===== src/inc/debug_enclave_read_pkg.sv =====
// package for the debug enclave read checker: register map, fields, carriers
// assumes a 25 MHz core clock and a page map responder on the same clock
// Notes on behaviour
// - long mode needs long-active and code-long bits
// - eight bytes in long mode, else four
// - misaligned target for active width gives protection fault
// - target outside protected page cache: page fault
// - concurrent map-entry modifier gives protection fault
// - invalid map entry gives page fault
// - unsupported page type gives page fault
// - pending/modified: zero flag, error code, no data
// - thread-control offset at or past limit: protection fault
// - regular/thread-control page needs owner debug attribute
// - other pages return collapsed ones or zero
// - success clears return code and zero flag
// - non-faulting end clears carry, parity, aux, overflow, sign
// - map permission bits are never checked
// - outside long mode, segment faults are protection faults
// - long mode non-canonical target is protection fault
package debug_enclave_read_pkg;

	localparam int          CLK_MHZ        = 25;
	localparam int          WB_ADR_W       = 8;

	// register byte offsets
	localparam logic [7:0]  OFS_CMD        = 8'h00;
	localparam logic [7:0]  OFS_ADDR_LO    = 8'h04;
	localparam logic [7:0]  OFS_ADDR_HI    = 8'h08;
	localparam logic [7:0]  OFS_MODE       = 8'h0c;
	localparam logic [7:0]  OFS_RESULT_LO  = 8'h10;
	localparam logic [7:0]  OFS_RESULT_HI  = 8'h14;
	localparam logic [7:0]  OFS_RETCODE    = 8'h18;
	localparam logic [7:0]  OFS_FLAGS      = 8'h1c;
	localparam logic [7:0]  OFS_STATUS     = 8'h20;
	localparam logic [7:0]  OFS_IRQ_STAT   = 8'h24;
	localparam logic [7:0]  OFS_IRQ_MASK   = 8'h28;
	localparam logic [7:0]  OFS_COUNT      = 8'h2c;

	localparam logic [7:0]  LEAF_DEBUG_READ = 8'h04;

	// page types as the map reports them
	localparam logic [2:0]  PT_REGULAR     = 3'h1;
	localparam logic [2:0]  PT_THREAD_CTRL = 3'h2;
	localparam logic [2:0]  PT_VERSION_ARR = 3'h3;
	localparam logic [2:0]  PT_SHADOW_1ST  = 3'h5;
	localparam logic [2:0]  PT_SHADOW_REST = 3'h6;

	localparam logic [11:0] THREAD_CTRL_SIZE_LIMIT   = 12'h100;
	localparam logic [31:0] PAGE_NOT_DEBUGGABLE_CODE = 32'h0000001d;
	localparam logic [63:0] SLOT_LOW_MASK            = 64'h0000000000000007;
	localparam int          CANON_MSB                = 47;

	// irq status / mask bit positions
	localparam int          IRQ_DONE       = 0;
	localparam int          IRQ_PROT       = 1;
	localparam int          IRQ_PAGE       = 2;
	localparam int          IRQ_W          = 3;

	// reset values
	localparam logic [63:0] RESULT_RST     = 64'h0000000000000000;
	localparam logic [31:0] RETCODE_RST    = 32'h00000000;
	localparam logic [2:0]  IRQ_MASK_RST   = 3'h0;

	typedef enum logic [1:0] {
		VERDICT_OK,
		VERDICT_PROT,
		VERDICT_PAGE,
		VERDICT_NODBG
	} verdict_e;

	// pipeline mode bits, MODE register bits 3..0
	typedef struct packed {
		logic segViolation;
		logic segUnusable;
		logic codeLong;
		logic longModeActive;
	} mode_s;

	// result flags, FLAGS register bits 5..0
	typedef struct packed {
		logic sign;
		logic overflow;
		logic auxCarry;
		logic parity;
		logic carry;
		logic zero;
	} flags_s;

	// page map answer, valid while mapAck is high
	typedef struct packed {
		logic        inCache;
		logic        conflict;
		logic        valid;
		logic [2:0]  pageType;
		logic        pending;
		logic        modified;
		logic        ownerDebug;
		logic [63:0] data;
	} map_resp_s;

endpackage : debug_enclave_read_pkg


===== src/rtl/debug_enclave_read.sv =====
// debug enclave read leaf: wishbone register front end, page map port, irq
// assumes the page map answers on the same clock, holding mapAck for one
// cycle while mapReq is high; software issues one read at a time
`timescale 1ns/1ps
module debug_enclave_read import debug_enclave_read_pkg::*; (
	input  wire logic                clk,
	input  wire logic                arst_n,
	input  wire logic                wbCyc,
	input  wire logic                wbStb,
	input  wire logic                wbWe,
	input  wire logic [WB_ADR_W-1:0] wbAdr,
	input  wire logic [3:0]          wbSel,
	input  wire logic [31:0]         wbDatW,
	output logic      [31:0]         wbDatR,
	output logic                     wbAck,
	output logic                     irq,
	output logic                     mapReq,
	output logic      [63:0]         mapAddr,
	input  wire logic                mapAck,
	input  wire map_resp_s           mapResp
);

	typedef enum logic [1:0] {
		ST_IDLE,
		ST_LOOKUP
	} fsm_e;

	typedef struct packed {
		fsm_e            fsm;
		logic [7:0]      leaf;
		logic [63:0]     addr;
		mode_s           mode;
		logic [63:0]     result;
		logic [31:0]     retCode;
		flags_s          flags;
		verdict_e        lastFault;
		logic            lastLong;
		logic [IRQ_W-1:0] irqStat;
		logic [IRQ_W-1:0] irqMask;
		logic [15:0]     count;
		logic            ack;
		logic [31:0]     rdata;
		logic            irq;
		logic            mapReq;
	} state_s;

	state_s q;
	state_s d;

	logic        longMode;
	verdict_e    preVerdict;
	verdict_e    postVerdict;
	logic [63:0] readData;

	// the evaluator sees the latched operands, so the answer is stable
	read_check_eval u_eval (
		.addr        (q.addr),
		.mode        (q.mode),
		.resp        (mapResp),
		.longMode    (longMode),
		.preVerdict  (preVerdict),
		.postVerdict (postVerdict),
		.readData    (readData)
	);

	// byte-lane merge of a write into a 32-bit register
	function automatic logic [31:0] merge(
		input logic [31:0] old,
		input logic [31:0] data,
		input logic [3:0]  sel
	);
		logic [31:0] r;
		r = old;
		for (int i = 0; i < 4; i++) begin
			if (sel[i]) begin
				r[i*8 +: 8] = data[i*8 +: 8];
			end
		end
		return r;
	endfunction : merge

	logic             wbHit;
	logic             wbWr;
	logic [IRQ_W-1:0] events;
	logic [IRQ_W-1:0] w1c;
	logic             start;

	always_comb begin
		d      = q;
		d.ack  = 1'b0;
		wbHit  = wbCyc & wbStb & ~q.ack;
		wbWr   = wbHit & wbWe;
		events = '0;
		w1c    = '0;
		start  = 1'b0;

		// register reads, answered one cycle after the request
		if (wbHit) begin
			d.ack = 1'b1;
			case (wbAdr)
				OFS_CMD: begin
					d.rdata = {24'h0, q.leaf};
				end
				OFS_ADDR_LO: begin
					d.rdata = q.addr[31:0];
				end
				OFS_ADDR_HI: begin
					d.rdata = q.addr[63:32];
				end
				OFS_MODE: begin
					d.rdata = {28'h0, q.mode};
				end
				OFS_RESULT_LO: begin
					d.rdata = q.result[31:0];
				end
				OFS_RESULT_HI: begin
					d.rdata = q.result[63:32];
				end
				OFS_RETCODE: begin
					d.rdata = q.retCode;
				end
				OFS_FLAGS: begin
					d.rdata = {26'h0, q.flags};
				end
				OFS_STATUS: begin
					d.rdata = {28'h0, q.lastLong, q.lastFault, q.fsm == ST_LOOKUP};
				end
				OFS_IRQ_STAT: begin
					d.rdata = {29'h0, q.irqStat};
				end
				OFS_IRQ_MASK: begin
					d.rdata = {29'h0, q.irqMask};
				end
				OFS_COUNT: begin
					d.rdata = {16'h0, q.count};
				end
				default: begin
					d.rdata = 32'h0;
				end
			endcase
		end

		// register writes; operands are frozen while a lookup is out
		if (wbWr) begin
			case (wbAdr)
				OFS_CMD: begin
					if (q.fsm == ST_IDLE && wbSel[0]) begin
						d.leaf = wbDatW[7:0];
						// only the debug read leaf starts work
						start = (wbDatW[7:0] == LEAF_DEBUG_READ);
					end
				end
				OFS_ADDR_LO: begin
					if (q.fsm == ST_IDLE) begin
						d.addr[31:0] = merge(q.addr[31:0], wbDatW, wbSel);
					end
				end
				OFS_ADDR_HI: begin
					if (q.fsm == ST_IDLE) begin
						d.addr[63:32] = merge(q.addr[63:32], wbDatW, wbSel);
					end
				end
				OFS_MODE: begin
					if (q.fsm == ST_IDLE && wbSel[0]) begin
						d.mode = mode_s'(wbDatW[3:0]);
					end
				end
				OFS_RESULT_LO: begin
					d.result[31:0] = merge(q.result[31:0], wbDatW, wbSel);
				end
				OFS_RESULT_HI: begin
					d.result[63:32] = merge(q.result[63:32], wbDatW, wbSel);
				end
				OFS_RETCODE: begin
					d.retCode = merge(q.retCode, wbDatW, wbSel);
				end
				OFS_FLAGS: begin
					if (wbSel[0]) begin
						d.flags = flags_s'(wbDatW[5:0]);
					end
				end
				OFS_IRQ_STAT: begin
					if (wbSel[0]) begin
						w1c = wbDatW[IRQ_W-1:0];
					end
				end
				OFS_IRQ_MASK: begin
					if (wbSel[0]) begin
						d.irqMask = wbDatW[IRQ_W-1:0];
					end
				end
				default: begin
					// unmapped offsets take the write and drop it
				end
			endcase
		end

		// leaf sequencing
		case (q.fsm)
			ST_IDLE: begin
				if (start) begin
					d.lastLong = longMode;
					if (preVerdict != VERDICT_OK) begin
						// fault before the map is touched; results stay put
						d.lastFault      = preVerdict;
						events[IRQ_PROT] = 1'b1;
					end else begin
						d.fsm    = ST_LOOKUP;
						d.mapReq = 1'b1;
					end
				end
			end
			ST_LOOKUP: begin
				if (mapAck) begin
					d.fsm       = ST_IDLE;
					d.mapReq    = 1'b0;
					d.lastFault = VERDICT_OK;
					case (postVerdict)
						VERDICT_OK: begin
							// completion wins over a software write in the same cycle, except result[63:32] outside long mode, which keeps the write
							if (longMode) begin
								d.result = readData;
							end else begin
								d.result[31:0] = readData[31:0];
							end
							d.retCode    = 32'h0;
							d.flags.zero = 1'b0;
							d.flags.carry    = 1'b0;
							d.flags.parity   = 1'b0;
							d.flags.auxCarry = 1'b0;
							d.flags.overflow = 1'b0;
							d.flags.sign     = 1'b0;
							d.count          = q.count + 16'h1;
							events[IRQ_DONE] = 1'b1;
						end
						VERDICT_NODBG: begin
							// data path skipped, result left as it was
							d.retCode    = PAGE_NOT_DEBUGGABLE_CODE;
							d.flags.zero = 1'b1;
							d.flags.carry    = 1'b0;
							d.flags.parity   = 1'b0;
							d.flags.auxCarry = 1'b0;
							d.flags.overflow = 1'b0;
							d.flags.sign     = 1'b0;
							d.count          = q.count + 16'h1;
							events[IRQ_DONE] = 1'b1;
						end
						VERDICT_PROT: begin
							d.lastFault      = VERDICT_PROT;
							events[IRQ_PROT] = 1'b1;
						end
						default: begin
							d.lastFault      = VERDICT_PAGE;
							events[IRQ_PAGE] = 1'b1;
						end
					endcase
				end
			end
			default: begin
				d.fsm    = ST_IDLE;
				d.mapReq = 1'b0;
			end
		endcase

		// an event in the clearing cycle survives: set beats clear
		d.irqStat = (q.irqStat & ~w1c) | events;
		d.irq     = |(d.irqStat & d.irqMask);
	end

	always_ff @(posedge clk or negedge arst_n) begin
		if (!arst_n) begin
			q.fsm       <= ST_IDLE;
			q.leaf      <= 8'h00;
			q.addr      <= 64'h0;
			q.mode      <= '0;
			q.result    <= RESULT_RST;
			q.retCode   <= RETCODE_RST;
			q.flags     <= '0;
			q.lastFault <= VERDICT_OK;
			q.lastLong  <= 1'b0;
			q.irqStat   <= '0;
			q.irqMask   <= IRQ_MASK_RST;
			q.count     <= 16'h0;
			q.ack       <= 1'b0;
			q.rdata     <= 32'h0;
			q.irq       <= 1'b0;
			q.mapReq    <= 1'b0;
		end else begin
			q <= d;
		end
	end

	// every output straight from the state register
	assign wbDatR  = q.rdata;
	assign wbAck   = q.ack;
	assign irq     = q.irq;
	assign mapReq  = q.mapReq;
	assign mapAddr = q.addr;

endmodule : debug_enclave_read


===== src/rtl/read_check_eval.sv =====
// ordered check evaluation and read data shaping for the debug read
// assumes its inputs stand steady from one clock domain; purely combinational
`timescale 1ns/1ps
module read_check_eval import debug_enclave_read_pkg::*; (
	input  wire logic [63:0] addr,
	input  wire mode_s       mode,
	input  wire map_resp_s   resp,
	output logic             longMode,
	output verdict_e         preVerdict,
	output verdict_e         postVerdict,
	output logic [63:0]      readData
);

	logic        canonical;
	logic        misaligned;
	logic        isRegOrTcs;
	logic        typeOk;
	logic [63:0] slot;

	always_comb begin
		longMode   = mode.longModeActive & mode.codeLong;
		canonical  = (&addr[63:CANON_MSB]) | ~(|addr[63:CANON_MSB]);
		misaligned = longMode ? (|addr[2:0]) : (|addr[1:0]);
		// first failing check wins; order is fixed
		if (longMode && !canonical) begin
			preVerdict = VERDICT_PROT;
		end else if (!longMode && (mode.segUnusable || mode.segViolation)) begin
			preVerdict = VERDICT_PROT;
		end else if (misaligned) begin
			preVerdict = VERDICT_PROT;
		end else begin
			preVerdict = VERDICT_OK;
		end

		isRegOrTcs = (resp.pageType == PT_REGULAR) || (resp.pageType == PT_THREAD_CTRL);
		// permission bits are not even part of the answer
		typeOk = isRegOrTcs || (resp.pageType == PT_VERSION_ARR)
			|| (resp.pageType == PT_SHADOW_1ST)
			|| (resp.pageType == PT_SHADOW_REST);
		if (!resp.inCache) begin
			postVerdict = VERDICT_PAGE;
		end else if (resp.conflict) begin
			postVerdict = VERDICT_PROT;
		end else if (!resp.valid) begin
			postVerdict = VERDICT_PAGE;
		end else if (!typeOk) begin
			postVerdict = VERDICT_PAGE;
		end else if (resp.pending || resp.modified) begin
			postVerdict = VERDICT_NODBG;
		end else if (resp.pageType == PT_THREAD_CTRL
			&& addr[11:0] >= THREAD_CTRL_SIZE_LIMIT) begin
			postVerdict = VERDICT_PROT;
		end else if (isRegOrTcs && !resp.ownerDebug) begin
			postVerdict = VERDICT_PROT;
		end else begin
			postVerdict = VERDICT_OK;
		end

		slot = resp.data & ~SLOT_LOW_MASK;
		if (isRegOrTcs) begin
			readData = resp.data;
		end else if (slot != 64'h0) begin
			readData = longMode ? {64{1'b1}} : {32'h0, {32{1'b1}}};
		end else begin
			readData = 64'h0;
		end
	end

endmodule : read_check_eval


===== config.mk =====
export PLATFORM = sky130hd
export DESIGN_NAME = debug_enclave_read
export DESIGN_NICKNAME = d
export VERILOG_FILES = /design/src/inc/debug_enclave_read_pkg.sv /design/src/rtl/debug_enclave_read.sv /design/src/rtl/read_check_eval.sv
export SDC_FILE = /design/constraint.sdc
export NUM_CORES = 1
export LEC_CHECK = 0
export BUFFER_PORTS_ARGS = -buffer_cell sky130_fd_sc_hd__buf_2
export CELL_PAD_IN_SITES_DETAIL_PLACEMENT = 0
export CELL_PAD_IN_SITES_GLOBAL_PLACEMENT = 1
export CORE_MARGIN = 2
export CORE_UTILIZATION = 45
export DETAILED_ROUTE_END_ITERATION = 8
export PLACE_DENSITY = 0.82
export SLEW_MARGIN = 20
export SYNTH_ARGS = -nofsm -noshare
export SYNTH_HDL_FRONTEND = slang
export SYNTH_HIERARCHICAL = 1
export SYNTH_SLANG_ARGS = --single-unit
export TNS_END_PERCENT = 100

===== constraint.sdc =====
create_clock -name clk -period 8.9 [get_ports clk]
set_input_delay 0.89 -clock clk [delete_from_list [all_inputs] [get_ports clk]]
set_output_delay 0.89 -clock clk [all_outputs]
set_load 0.005 [all_outputs]

After elaboration in Yosys (flattened, before gate mapping)
Cells that the tools add are included.
{ "classes": {"addsub": 1, "mux": 69, "n_eq_ne": 24, "shift": 0, "n_div": 0, "n_lt_le_gt_ge": 1, "bitwise_logic": 11, "n_reduce_logical": 41, "multipliers": 0} }
{ "ops": {"columns": ["operator", "n"], "rows": [
  ["32-bit one-hot mux with 12 select lines", 1],
  ["64-bit 2-to-1 mux", 4],
  ["102-bit 2-to-1 mux", 2],
  ["32-bit 2-to-1 mux", 4],
  ["104-bit 2-to-1 mux", 1],
  ["8-bit 2-to-1 mux", 12],
  ["38-bit one-hot mux with 2 select lines", 1],
  ["64-bit nonzero test", 1],
  ["4-bit AND reduction", 9],
  ["33-bit 2-to-1 mux", 1],
  ["8-bit by 5-bit == test with 1-bit output (second input constant)", 4],
  ["8-bit by 6-bit == test with 1-bit output (second input constant)", 4],
  ["2-bit 2-to-1 mux", 12],
  ["3-bit 2-to-1 mux", 8],
  ["17-bit AND reduction", 1],
  ["17-bit OR reduction", 1],
  ["16-bit by 1-bit adder with 16-bit output (second input constant)", 1],
  ["8-bit by 3-bit == test with 1-bit output (second input constant)", 2],
  ["8-bit by 4-bit == test with 1-bit output (second input constant)", 2],
  ["1-bit 2-to-1 mux", 16],
  ["12-bit by 9-bit >= comparator with 1-bit output (second input constant)", 1],
  ["6-bit 2-to-1 mux", 2],
  ["2-bit one-hot mux with 2 select lines", 3],
  ["3-bit AND reduction", 4],
  ["23 further kinds", 50]
]} }
{ "word_totals": {"output_inout_bits": 99, "ramBits": 0, "inputBits": 123, "rom_bits": 0, "ff_bits": 240, "mem_count": 0, "latchBits": 0} }

Logic depth before layout (Yosys ltp)
Gate-level depths: netlist of the first run.
{ "depth": {"ltp_word": 18, "mapped_depth": 12, "mapped_depth_nobuf": 11} }

Cells and area by module
Netlist of the first run, hierarchy kept.
{ "modules_own_cells": {"columns": ["mod", "area_per_inst_um2", "cells_per_inst", "instances"], "rows": [
  ["debug_enclave_read", 12152.9, 1097, 1],
  ["read_check_eval", 989.7, 199, 1]
]} }

Worst setup path before layout of the first run
Ideal clock, no wire load.
{ "synth_path": {"path_kind": "input to register", "from": "input port mapResp[68] (netlist name)", "to": "register q[48] (netlist name)", "stages": 11, "path_slack_ns": 5.477, "t_arrival_ns": 3.300, "t_required_ns": 8.777, "path_buffers": 1, "path_cell_list": "xnor2_1 -> nor3_1 -> o41a_1 -> o21a_1 -> inv_1 -> ha_1 -> or4b_2 -> clkbuf_1 -> nor3_1 -> nand3_1 -> xnor2_1"} }
{ "synth_between": {"elab_chain_cells": 13} }
{ "synth_lines": {"columns": ["item", "line", "rtl"], "rows": [
  ["start: declaration", "debug_enclave_read.sv:20", "input wire map_resp_s mapResp"],
  ["3-bit by 1-bit == test with 1-bit output or 3-bit by 2-bit == test with 1-bit output (tied branches)", "read_check_eval.sv:35, read_check_eval.sv:50", null],
  ["1-bit logical OR", "read_check_eval.sv:35", "isRegOrTcs = (resp.pageType == PT_REGULAR) || (resp.pageType == PT_THREAD_CTRL);"],
  ["1-bit logical AND", "read_check_eval.sv:53", "end else if (isRegOrTcs && !resp.ownerDebug) begin"],
  ["1-bit 2-to-1 mux", "read_check_eval.sv:53", null],
  ["2-bit 2-to-1 mux", "read_check_eval.sv:50", "end else if (resp.pageType == PT_THREAD_CTRL"],
  ["2-bit 2-to-1 mux", "read_check_eval.sv:48", "end else if (resp.pending || resp.modified) begin"],
  ["2-bit 2-to-1 mux *", "read_check_eval.sv:46", "end else if (!typeOk) begin"],
  ["2-bit 2-to-1 mux *", "read_check_eval.sv:44", "end else if (!resp.valid) begin"],
  ["2-bit 2-to-1 mux *", "read_check_eval.sv:42", "end else if (resp.conflict) begin"],
  ["2-bit 2-to-1 mux *", "read_check_eval.sv:40", "if (!resp.inCache) begin"],
  ["net postVerdict[0]", "debug_enclave_read.sv:52", "verdict_e postVerdict;"],
  ["2-bit == test or 2-bit zero test (tied branches)", "debug_enclave_read.sv:218", "case (postVerdict)"],
  ["2-bit OR reduction (no line) *", null, null],
  ["3-bit AND reduction (no line) *", null, null],
  ["end: declaration", "debug_enclave_read.sv:47", "state_s q;"]
]} }
Mark *: on every way through the listed nets, which the timed path passes. The rest lies on a longest branch.
A chain may end at the register's enable or synchronous reset.

Worst setup path after layout of the first run
Ends and elaborated chain as after synthesis.

==> impl_results.html, run 1 <==
<table>
<tr><th>Metric</th><th>Value</th></tr>
<tr><th colspan="2">Drt</th></tr>
<tr><td>DRC</td><td>0</td></tr>
<tr><td>First-pass DRT Iterations</td><td>5</td></tr>
<tr><td>Via density per instance</td><td>between 5 and 6</td></tr>
<tr><td>DR vias</td><td>~11000</td></tr>
<tr><td>DRT antenna net count</td><td>0</td></tr>
<tr><td>Initial drt markers</td><td>1089</td></tr>
<tr><td>Routed length per placed instance</td><td>between 20 and 25 µm</td></tr>
<tr><td>Detailed Route WL</td><td>41.0 mm</td></tr>
<tr><th colspan="2">Setup path</th></tr>
<tr><td>Data arrival at the endpoint of the critical path</td><td>3910 ps</td></tr>
<tr><td>Startpoint of the worst register-to-register path</td><td>mapAddr[11]$_DFFE_PN0P_</td></tr>
<tr><td>Max incr delay on CP</td><td>~770 ps</td></tr>
<tr><td>Required time at the worst-slack endpoint</td><td>just over 9000 ps</td></tr>
<tr><td>CP Class</td><td>in -&gt; reg</td></tr>
<tr><td>R2R cell count</td><td>10</td></tr>
<tr><td>Worst R2R End</td><td>q[48]$_DFFE_PN0P_</td></tr>
<tr><td>CP Max Fanout</td><td>5</td></tr>
<tr><td>Reg-to-reg setup timing slack</td><td>between 5000 and 6000 ps</td></tr>
<tr><td>Cell with the biggest individual delay on the critical path</td><td>or4b_2</td></tr>
<tr><td>Startpoint Class</td><td>primary input</td></tr>
<tr><td>CP cell instances</td><td>buf_2 -&gt; xnor2_1 -&gt; nor3_1 -&gt; o41a_1 -&gt; o21a_1 -&gt; inv_1 -&gt; ha_1 -&gt; or4b_2 -&gt; nor3_1 -&gt; nand3_1 -&gt; xnor2_1</td></tr>
<tr><td>Element type at the critical path end</td><td>flip-flop</td></tr>
<tr><th colspan="2">Place</th></tr>
<tr><td>Dpl cell area</td><td>between 0.01 and 0.015 mm²</td></tr>
<tr><td>Worst slack after detailed placement</td><td>between 4000 and 5000 ps</td></tr>
<tr><td>Global placement routability congestion</td><td>0.919</td></tr>
<tr><td>PortBufs</td><td>221</td></tr>
<tr><td>Inst Count DP</td><td>between 1500 and 2000</td></tr>
<tr><td>Half-perimeter wire length of the detailed placement result</td><td>28.6 mm</td></tr>
<tr><th colspan="2">STA</th></tr>
<tr><td>Worst-case hold slack</td><td>roughly 380 ps</td></tr>
<tr><td>Final Critical Period</td><td>3480 ps</td></tr>
<tr><td>Pins over their slew limit</td><td>0</td></tr>
<tr><td>Slack of the critical path</td><td>roughly 5400 ps</td></tr>
<tr><td>Slew at the pin closest to its max-slew limit</td><td>~1100 ps</td></tr>
<tr><td>Setup_tns</td><td>0 ps</td></tr>
<tr><td>Setup violations, final</td><td>0</td></tr>
<tr><td>Final period utilization</td><td>0.391</td></tr>
<tr><td>Hold violation total from the final report</td><td>0</td></tr>
<tr><td>Clock skew</td><td>between 15 and 20 ps</td></tr>
<tr><td>Slew Limit Headroom</td><td>0.269</td></tr>
<tr><td>Unrepaired setup endpoints after global routing</td><td>no</td></tr>
<tr><td>Highest clock frequency the design can meet</td><td>287 MHz</td></tr>
<tr><th colspan="2">CTS</th></tr>
<tr><td>Clock-pin slew on the worst setup and hold paths</td><td>about 60 ps</td></tr>
<tr><td>CTS resizes</td><td>0</td></tr>
<tr><td>Clock sink count</td><td>238</td></tr>
<tr><td>Count of hold buffers inserted by post-cts repair</td><td>0</td></tr>
<tr><td>Worst skew pair latency</td><td>540 ps</td></tr>
<tr><td>Number of clock buffers inserted by TritonCTS</td><td>27</td></tr>
<tr><td>Root Driver</td><td>clkbuf_16</td></tr>
<tr><td>Number of levels in the clock H-tree</td><td>1</td></tr>
<tr><td>Post-CTS setup buffer count</td><td>0</td></tr>
<tr><td>CTS tree</td><td>yes</td></tr>
<tr><td>Clock Path Buffers</td><td>3</td></tr>
<tr><th colspan="2">Yosys</th></tr>
<tr><td>Biggest area consumer among synthesized cells</td><td>dfrtp_1</td></tr>
<tr><td>Share of the synthesized area in the top cell type</td><td>0.453</td></tr>
<tr><td>Number of enable flip-flop cells after synthesis</td><td>0</td></tr>
<tr><td>Yosys warnings</td><td>6</td></tr>
<tr><td>Cell Area, Synth</td><td>0.0131 mm²</td></tr>
<tr><td>Total of flip-flops plus latches after synthesis</td><td>238</td></tr>
<tr><td>Total nets after synthesis</td><td>1424</td></tr>
<tr><td>Sequential-to-total area share from yosys stat</td><td>0.453</td></tr>
<tr><td>Synthesized netlist cell count</td><td>1296</td></tr>
<tr><td>Top cells by area, synth</td><td>dfrtp_1, mux2i_1, mux2_2, buf_4, o21ai_0</td></tr>
<tr><td>Avg Cell Area, Syn</td><td>10.1 µm²</td></tr>
<tr><td>Post-synth cell types</td><td>68</td></tr>
<tr><td>FFs w/ async S/R, synth</td><td>1.00</td></tr>
<tr><td>Most common flop cell mapped by yosys</td><td>dfrtp_1</td></tr>
<tr><th colspan="2">Global routing</th></tr>
<tr><td>Total congestion overflow after global routing</td><td>0</td></tr>
<tr><td>Vias in the first global route</td><td>a little over 10000</td></tr>
<tr><td>Global-route wire length before repair</td><td>a little over 60 mm</td></tr>
<tr><td>Number of antenna violations at the first check in global routing</td><td>3</td></tr>
<tr><td>Pin count of the biggest net entering global routing</td><td>roughly 110</td></tr>
<tr><td>Combined global-route utilization of all metal layers</td><td>0.264</td></tr>
<tr><th colspan="2">Floorplan</th></tr>
<tr><td>Die Footprint</td><td>between 0.03 and 0.04 mm²</td></tr>
<tr><td>I/O Pins</td><td>222</td></tr>
<tr><td>Std-Cell Core Area</td><td>0.0287 mm²</td></tr>
<tr><td>Die X</td><td>between 150 and 200 µm</td></tr>
<tr><td>Starting Density</td><td>0.458</td></tr>
<tr><td>FP Rows</td><td>62</td></tr>
<tr><td>Height of the die</td><td>~170 µm</td></tr>
<tr><th colspan="2">Cells and area</th></tr>
<tr><td>Filler Cells Inserted</td><td>between 2000 and 3000</td></tr>
<tr><td>Utilization after layout</td><td>0.514</td></tr>
<tr><td>Filler-free cell count of the finished design</td><td>approximately 1800</td></tr>
<tr><td>Final instance area</td><td>0.0147 mm²</td></tr>
<tr><td>Share of layout cells above drive strength 1</td><td>0.290</td></tr>
<tr><td>Final #Nets</td><td>~1500</td></tr>
<tr><td>Layout Area Growth over Synthesis</td><td>12.2%</td></tr>
<tr><th colspan="2">Flow run</th></tr>
<tr><td>Max Cap Violations</td><td>0</td></tr>
<tr><th colspan="2">Power and ir drop</th></tr>
<tr><td>Max IR drop VDD</td><td>about 140 µV</td></tr>
<tr><td>Total power draw</td><td>2.48 mW</td></tr>
<tr><td>Power per cell area</td><td>168 mW/mm²</td></tr>
<tr><td>Leakage Power</td><td>approximately 8 nW</td></tr>
<tr><th colspan="2">Min path</th></tr>
<tr><td>Type of the worst min-delay path</td><td>in -&gt; async</td></tr>
<tr><th colspan="2">Run status</th></tr>
<tr><td>Status</td><td>finished clean</td></tr>
</table>
==> sequential cells by signal, summed over array words and instances (netlist names) <==
register  count
q           139
mapAddr      64
wbDatR       32
irq           1
mapReq        1
wbAck         1
==> layout by cell type, fill, tap and decap left out, types with 6 or more instances in the layout <==
| master | instances |
|---|---|
| a21o_1 | 29 |
| a21oi_1 | 68 |
| a222oi_1 | 18 |
| a22oi_1 | 50 |
| a31oi_1 | 12 |
| and2_1 | 6 |
| and3_1 | 6 |
| buf_2 | 220 |
| buf_4 | 17 |
| clkbuf_16 | 27 |
| clkinv_2 | 6 |
| dfrtp_1 | 238 |
| inv_1 | 9 |
| mux2_2 | 83 |
| mux2i_1 | 106 |
| nand2_1 | 130 |
| nand3_1 | 19 |
| nand4_1 | 16 |
| nand4_4 | 6 |
| nor2_1 | 76 |
| nor3_1 | 8 |
| nor4_1 | 20 |
| nor4b_1 | 7 |
| o21ai_0 | 99 |
| o21ai_1 | 7 |
| xnor2_1 | 11 |
==> where the power goes <==
group / internal, mW / switching, mW / leakage, nW
registers: 1.10 / 0.0128 / 3.30
clock network: 0.737 / 0.460 / 0.471
logic: 0.0539 / 0.118 / 4.13
==> worst max-delay path by stage <==
stage | startpoint | end | slack [ps] | cells after the start
after CTS | mapResp[68] | q[139]$_DFF_PN0_ | 4720 | 11
final | mapResp[68] | q[48]$_DFFE_PN0P_ | 5420 | 11
after global placement | mapResp[68] | q[150]$_DFF_PN0_ | 4280 | 11
after global routing | mapResp[68] | q[135]$_DFF_PN0_ | 5240 | 11
after floorplan | mapResp[68] | q[48]$_DFFE_PN0P_ | 5480 | 11
after detailed placement | mapResp[68] | q[158]$_DFF_PN0_ | 4150 | 11
==> synth_stat cells (3+ instances only) <==
| cell | instances |
|---|---|
| a211oi_1 | 3 |
| a21o_1 | 29 |
| a21oi_1 | 68 |
| a222oi_1 | 18 |
| a22oi_1 | 50 |
| a31oi_1 | 12 |
| a32oi_1 | 3 |
| and2_1 | 6 |
| and3_1 | 7 |
| buf_1 | 5 |
| buf_2 | 20 |
| buf_4 | 103 |
| clkbuf_1 | 49 |
| clkbuf_2 | 6 |
| dfrtp_1 | 238 |
| ha_1 | 5 |
| inv_1 | 9 |
| mux2_2 | 83 |
| mux2i_1 | 106 |
| nand2_1 | 131 |
| nand3_1 | 19 |
| nand3_2 | 3 |
| nand3_4 | 3 |
| nand3b_1 | 4 |
| nand4_1 | 16 |
| nand4_2 | 3 |
| nand4_4 | 6 |
| nor2_1 | 79 |
| nor2b_1 | 3 |
| nor3_1 | 8 |
| nor3b_1 | 5 |
| nor4_1 | 20 |
| nor4b_1 | 7 |
| o21ai_0 | 100 |
| o21ai_1 | 7 |
| or4b_2 | 3 |
| xnor2_1 | 11 |
| xor2_1 | 5 |
==> area by class of cell <==
| type | instances | area, µm² | area share |
|---|---|---|---|
| Multi-Input combinational cell | 866 | 6080 | 0.412 |
| Sequential cell | 238 | 5960 | 0.404 |
| Clock inverter | 14 | 205 | 0.0139 |
| Tap cell | 384 | 480 | 0.0326 |
| Clock buffer | 36 | 749 | 0.0508 |
| Inverter | 9 | 33.8 | 0.00229 |
| Timing Repair Buffer | 238 | 1240 | 0.0843 |
| Antenna cell | 2 | 5.00 | 0.000339 |
==> worst max-delay path: cells and delay by family <==
family	cells	cell delay (ps)
simple gates	4	1460
xor+xnor	2	540
buf+inv	2	210
fa+ha+maj	1	270
compound gates	2	530
==> per-layer routing <==
metal	global-route usage	wire length [µm]	vias up
li1	-	-	4790
met1	0.390	18300	5354
met2	0.397	18300	482
met3	0.0507	3470	69
met4	0.0691	975	2
met5	0	13	-
==> kinds of logic (layout without fill, tap and decap cells) <==
logic type / count (synthesis) / count (layout) / share of synthesized area
other cells: 1 / 3 / 0.000285
fa+ha+maj: 5 / 5 / 0.00476
flops: 238 / 238 / 0.453
buf+inv: 192 / 297 / 0.0867
xor+xnor: 16 / 16 / 0.0107
simple gates: 344 / 344 / 0.143
mux: 190 / 190 / 0.154
compound gates: 310 / 310 / 0.148
Power figures use the tool's default switching activity.
==> run 2, diff against run 1 <==
--- a/config.mk
+++ b/config.mk
@@ -9,9 +9,9 @@
 export CELL_PAD_IN_SITES_DETAIL_PLACEMENT = 0
 export CELL_PAD_IN_SITES_GLOBAL_PLACEMENT = 1
 export CORE_MARGIN = 2
-export CORE_UTILIZATION = 45
+export CORE_UTILIZATION = 44
 export DETAILED_ROUTE_END_ITERATION = 8
-export PLACE_DENSITY = 0.82
+export PLACE_DENSITY = 0.8
 export SLEW_MARGIN = 20
 export SYNTH_ARGS = -nofsm -noshare
 export SYNTH_HDL_FRONTEND = slang
==> constraint.sdc (replaced) <==
create_clock -name clk -period 3.28 [get_ports clk]
set_input_delay 0.328 -clock clk [delete_from_list [all_inputs] [get_ports clk]]
set_output_delay 0.328 -clock clk [all_outputs]
set_load 0.005 [all_outputs]
==> run 2 against run 1 <==
Compared with the run above: cell count is 1.6% higher; via count is 1.2% higher; register-to-register slack worse by 5200 ps; combinational power grew to 2.8 times the previous value; utilization is 0.59 points lower; sequential share of layout area is 0.72 points lower; critical endpoint unchanged; sequential cell count stayed put; power grew to 2.7 times the previous value; routed wire length is 3.6% higher; global-route usage is 0.51 points higher; largest cell class unchanged; critical path depth is 1 lower.
==> impl_results.html, run 2 (synthesis gave the netlist of run 1 again) <==
<table>
<tr><th>Metric</th><th>Value</th></tr>
<tr><th colspan="2">Setup path</th></tr>
<tr><td>Data arrival at the endpoint of the critical path</td><td>3390 ps (-520 ps)</td></tr>
<tr><td>CP Class</td><td>reg -&gt; reg</td></tr>
<tr><td>Required time at the worst-slack endpoint</td><td>3690 ps (-5640 ps)</td></tr>
<tr><td>CP Max Fanout</td><td>5 (unchanged)</td></tr>
<tr><td>Element type at the critical path end</td><td>flip-flop</td></tr>
<tr><td>Startpoint Class</td><td>flip-flop</td></tr>
<tr><th colspan="2">Cells and area</th></tr>
<tr><td>Layout Area Growth over Synthesis</td><td>14.3%</td></tr>
<tr><td>Final #Nets</td><td>1529 (+1.4%)</td></tr>
<tr><td>Top reg by flops</td><td>q</td></tr>
<tr><td>Most frequent standard cell in the layout excluding fill and tap cells</td><td>dfrtp_1</td></tr>
<tr><td>Commonest cells after routing, fill and taps aside</td><td>dfrtp_1, buf_2, nand2_1</td></tr>
<tr><td>Share of layout cells above drive strength 1</td><td>0.300 (+0.0102)</td></tr>
<tr><td>Max reg flops</td><td>139 (unchanged)</td></tr>
<tr><th colspan="2">STA</th></tr>
<tr><td>Final period utilization</td><td>0.907</td></tr>
<tr><td>Slew Limit Headroom</td><td>0.391 (+0.122)</td></tr>
<tr><td>Final Critical Period</td><td>2980 ps</td></tr>
<tr><td>Pins over their slew limit</td><td>0 (unchanged)</td></tr>
<tr><td>Clock skew</td><td>28.9 ps (+11.6 ps)</td></tr>
<tr><td>Slew at the pin closest to its max-slew limit</td><td>905 ps (-189 ps)</td></tr>
<tr><td>Unrepaired setup endpoints after global routing</td><td>no</td></tr>
<tr><td>Hold violation total from the final report</td><td>0 (unchanged)</td></tr>
<tr><td>Worst-case hold slack</td><td>56.2 ps (-323 ps)</td></tr>
<tr><td>Setup violations, final</td><td>0 (unchanged)</td></tr>
<tr><td>Highest clock frequency the design can meet</td><td>336 MHz</td></tr>
<tr><th colspan="2">CTS</th></tr>
<tr><td>Post-CTS setup buffer count</td><td>0 (unchanged)</td></tr>
<tr><td>Root Driver</td><td>clkbuf_16</td></tr>
<tr><td>Clock Path Buffers</td><td>3 (unchanged)</td></tr>
<tr><td>CTS tree</td><td>yes</td></tr>
<tr><td>Clock sink count</td><td>238 (unchanged)</td></tr>
<tr><td>Number of clock buffers inserted by TritonCTS</td><td>27 (unchanged)</td></tr>
<tr><td>Number of levels in the clock H-tree</td><td>1 (unchanged)</td></tr>
<tr><td>Worst skew pair latency</td><td>550 ps (about the same)</td></tr>
<tr><td>Clock-pin slew on the worst setup and hold paths</td><td>60 ps (about the same)</td></tr>
<tr><th colspan="2">Drt</th></tr>
<tr><td>DRC</td><td>0 (unchanged)</td></tr>
<tr><td>Routed length per placed instance</td><td>23.4 µm (+2.0%)</td></tr>
<tr><td>DRT antenna net count</td><td>0 (unchanged)</td></tr>
<tr><td>Detailed Route WL</td><td>42.5 mm (+3.6%)</td></tr>
<tr><td>Via density per instance</td><td>5.96 (-0.40%)</td></tr>
<tr><td>DR vias</td><td>10800 (+1.2%)</td></tr>
<tr><td>Initial drt markers</td><td>1240 (+14%)</td></tr>
<tr><td>First-pass DRT Iterations</td><td>8 (+3)</td></tr>
<tr><th colspan="2">Power and ir drop</th></tr>
<tr><td>Part of the total power dissipated in the clock network</td><td>0.477 (-0.005)</td></tr>
<tr><td>Total power draw</td><td>6.70 mW (+170%)</td></tr>
<tr><td>Part of the total power dissipated in combinational logic</td><td>0.073 (+0.004)</td></tr>
<tr><td>Net Sw Power</td><td>1.61 mW (+170%)</td></tr>
<tr><td>Sequential share of power</td><td>0.450 (+0.002)</td></tr>
<tr><td>Fraction of power spent switching nets</td><td>0.240 (+0.00161)</td></tr>
<tr><td>Cell Int Power</td><td>5.10 mW (+170%)</td></tr>
<tr><td>Power per cell area</td><td>446 mW/mm² (+170%)</td></tr>
<tr><td>Leakage Power</td><td>8.03 nW (+1.6%)</td></tr>
<tr><td>Max IR drop VDD</td><td>322 µV (+130%)</td></tr>
<tr><th colspan="2">Floorplan</th></tr>
<tr><td>Height of the die</td><td>177 µm (+1.1%)</td></tr>
<tr><td>FP Rows</td><td>63 (+1.6%)</td></tr>
<tr><td>Std-Cell Core Area</td><td>0.0296 mm² (+3.0%)</td></tr>
<tr><td>Die Footprint</td><td>0.0313 mm² (+2.2%)</td></tr>
<tr><td>Starting Density</td><td>0.445 (-0.0133)</td></tr>
<tr><td>Die X</td><td>177 µm (+1.1%)</td></tr>
<tr><td>I/O Pins</td><td>222 (unchanged)</td></tr>
<tr><th colspan="2">Global routing</th></tr>
<tr><td>Vias in the first global route</td><td>10500 (+2.4%)</td></tr>
<tr><td>Total congestion overflow after global routing</td><td>0 (unchanged)</td></tr>
<tr><td>Combined global-route utilization of all metal layers</td><td>0.269 (+0.00512)</td></tr>
<tr><td>Global-route wire length before repair</td><td>64.2 mm (+3.2%)</td></tr>
<tr><td>Number of antenna violations at the first check in global routing</td><td>4 (+1)</td></tr>
<tr><td>Pin count of the biggest net entering global routing</td><td>71 (-36%)</td></tr>
<tr><th colspan="2">Place</th></tr>
<tr><td>Half-perimeter wire length of the detailed placement result</td><td>29.7 mm (+3.8%)</td></tr>
<tr><td>PortBufs</td><td>221 (unchanged)</td></tr>
<tr><td>Global placement routability congestion</td><td>0.968 (+5.3%)</td></tr>
<tr><th colspan="2">Flow run</th></tr>
<tr><td>Max Cap Violations</td><td>0 (unchanged)</td></tr>
<tr><th colspan="2">Run status</th></tr>
<tr><td>Status</td><td>finished clean</td></tr>
<tr><th colspan="2">Min path</th></tr>
<tr><td>Type of the worst min-delay path</td><td>in -&gt; reg</td></tr>
</table>
## run 2: changes by cell type in the layout (fill, tap and decap cells not counted), sizes merged, moves of 2 or more
cell / before / now
clkbuf: 36 / 38
buf: 238 / 258
clkinv: 6 / 4
diode: 2 / 5
## run 2: through the flow
stage	worst slack [ps]	area, µm²	TNS [ps]	utilization	cells
floorplan	235	13100	0	-	1296
global route	171	15000	0	0.508	1811
finish	305	15000	0	0.508	1815
global placement	40.5	14000	0	0.475	1761
CTS	63.0	15000	0	0.507	1810
detailed placement	-51.5	14000	-102	0.475	1761
## run 2: layout make-up
cell class                      instances  area [µm²]
Sequential cell                       238        5960
Timing Repair Buffer                  259        1500
Fill cell                            2713       14500
Clock buffer                           38         777
Tap cell                              390         488
Antenna cell                            5        12.5
Multi-Input combinational cell        866        6090
Clock inverter                         10         156
Inverter                                9        33.8
## run 2: what timing repair did
item,CTS,global route
hold buffers,1,0
resized for setup,1,3
pin swaps,0,0
hold endpoints to repair,61,0
setup endpoints to repair,2,2
## run 2: critical path, cell delays in order, from the launching register on
cell     delay (ps)
dfrtp_1         420
nor4_2          330
nor4b_1         100
o41a_1          370
o21a_1          210
inv_1            90
ha_1            280
or4b_4          610
nor3_4          180
nand3_1         130
xnor2_1         140
## run 2: final timing paths
kind	start	endpoint	slack (ps)	depth (start not counted)
max	mapAddr[11]$_DFFE_PN0P_	q[48]$_DFFE_PN0P_	300	10
max reg2reg	mapAddr[11]$_DFFE_PN0P_	q[48]$_DFFE_PN0P_	300	10
min reg2reg	wbDatR[7]$_DFFE_PN0N_	wbDatR[7]$_DFFE_PN0N_	470	1
min in group asynchronous	arst_n	mapAddr[33]$_DFFE_PN0P_	330	2
min	mapAck	mapReq$_DFFE_PN0P_	60	2
max in group asynchronous	arst_n	mapAddr[52]$_DFFE_PN0P_	1880	3
## run 2: power by group through the flow
stage | logic (mW) | clock network (mW) | registers [mW]
after floorplan | 0.206 | 0 | 3.06
after global placement | 0.479 | 0 | 3.06
after detailed placement | 0.484 | 0 | 3.07
after CTS | 0.487 | 3.24 | 3.01
after global routing | 0.532 | 3.36 | 3.02
final | 0.490 | 3.20 | 3.02
## run 2: per-layer routing
| metal | GRT usage | wire length [µm] |
|---|---|---|
| met3 | 0.0492 | 3470 |
| met5 | 0 | 0 |
| met4 | 0.0802 | 1110 |
| met2 | 0.396 | 18700 |
| met1 | 0.401 | 19200 |
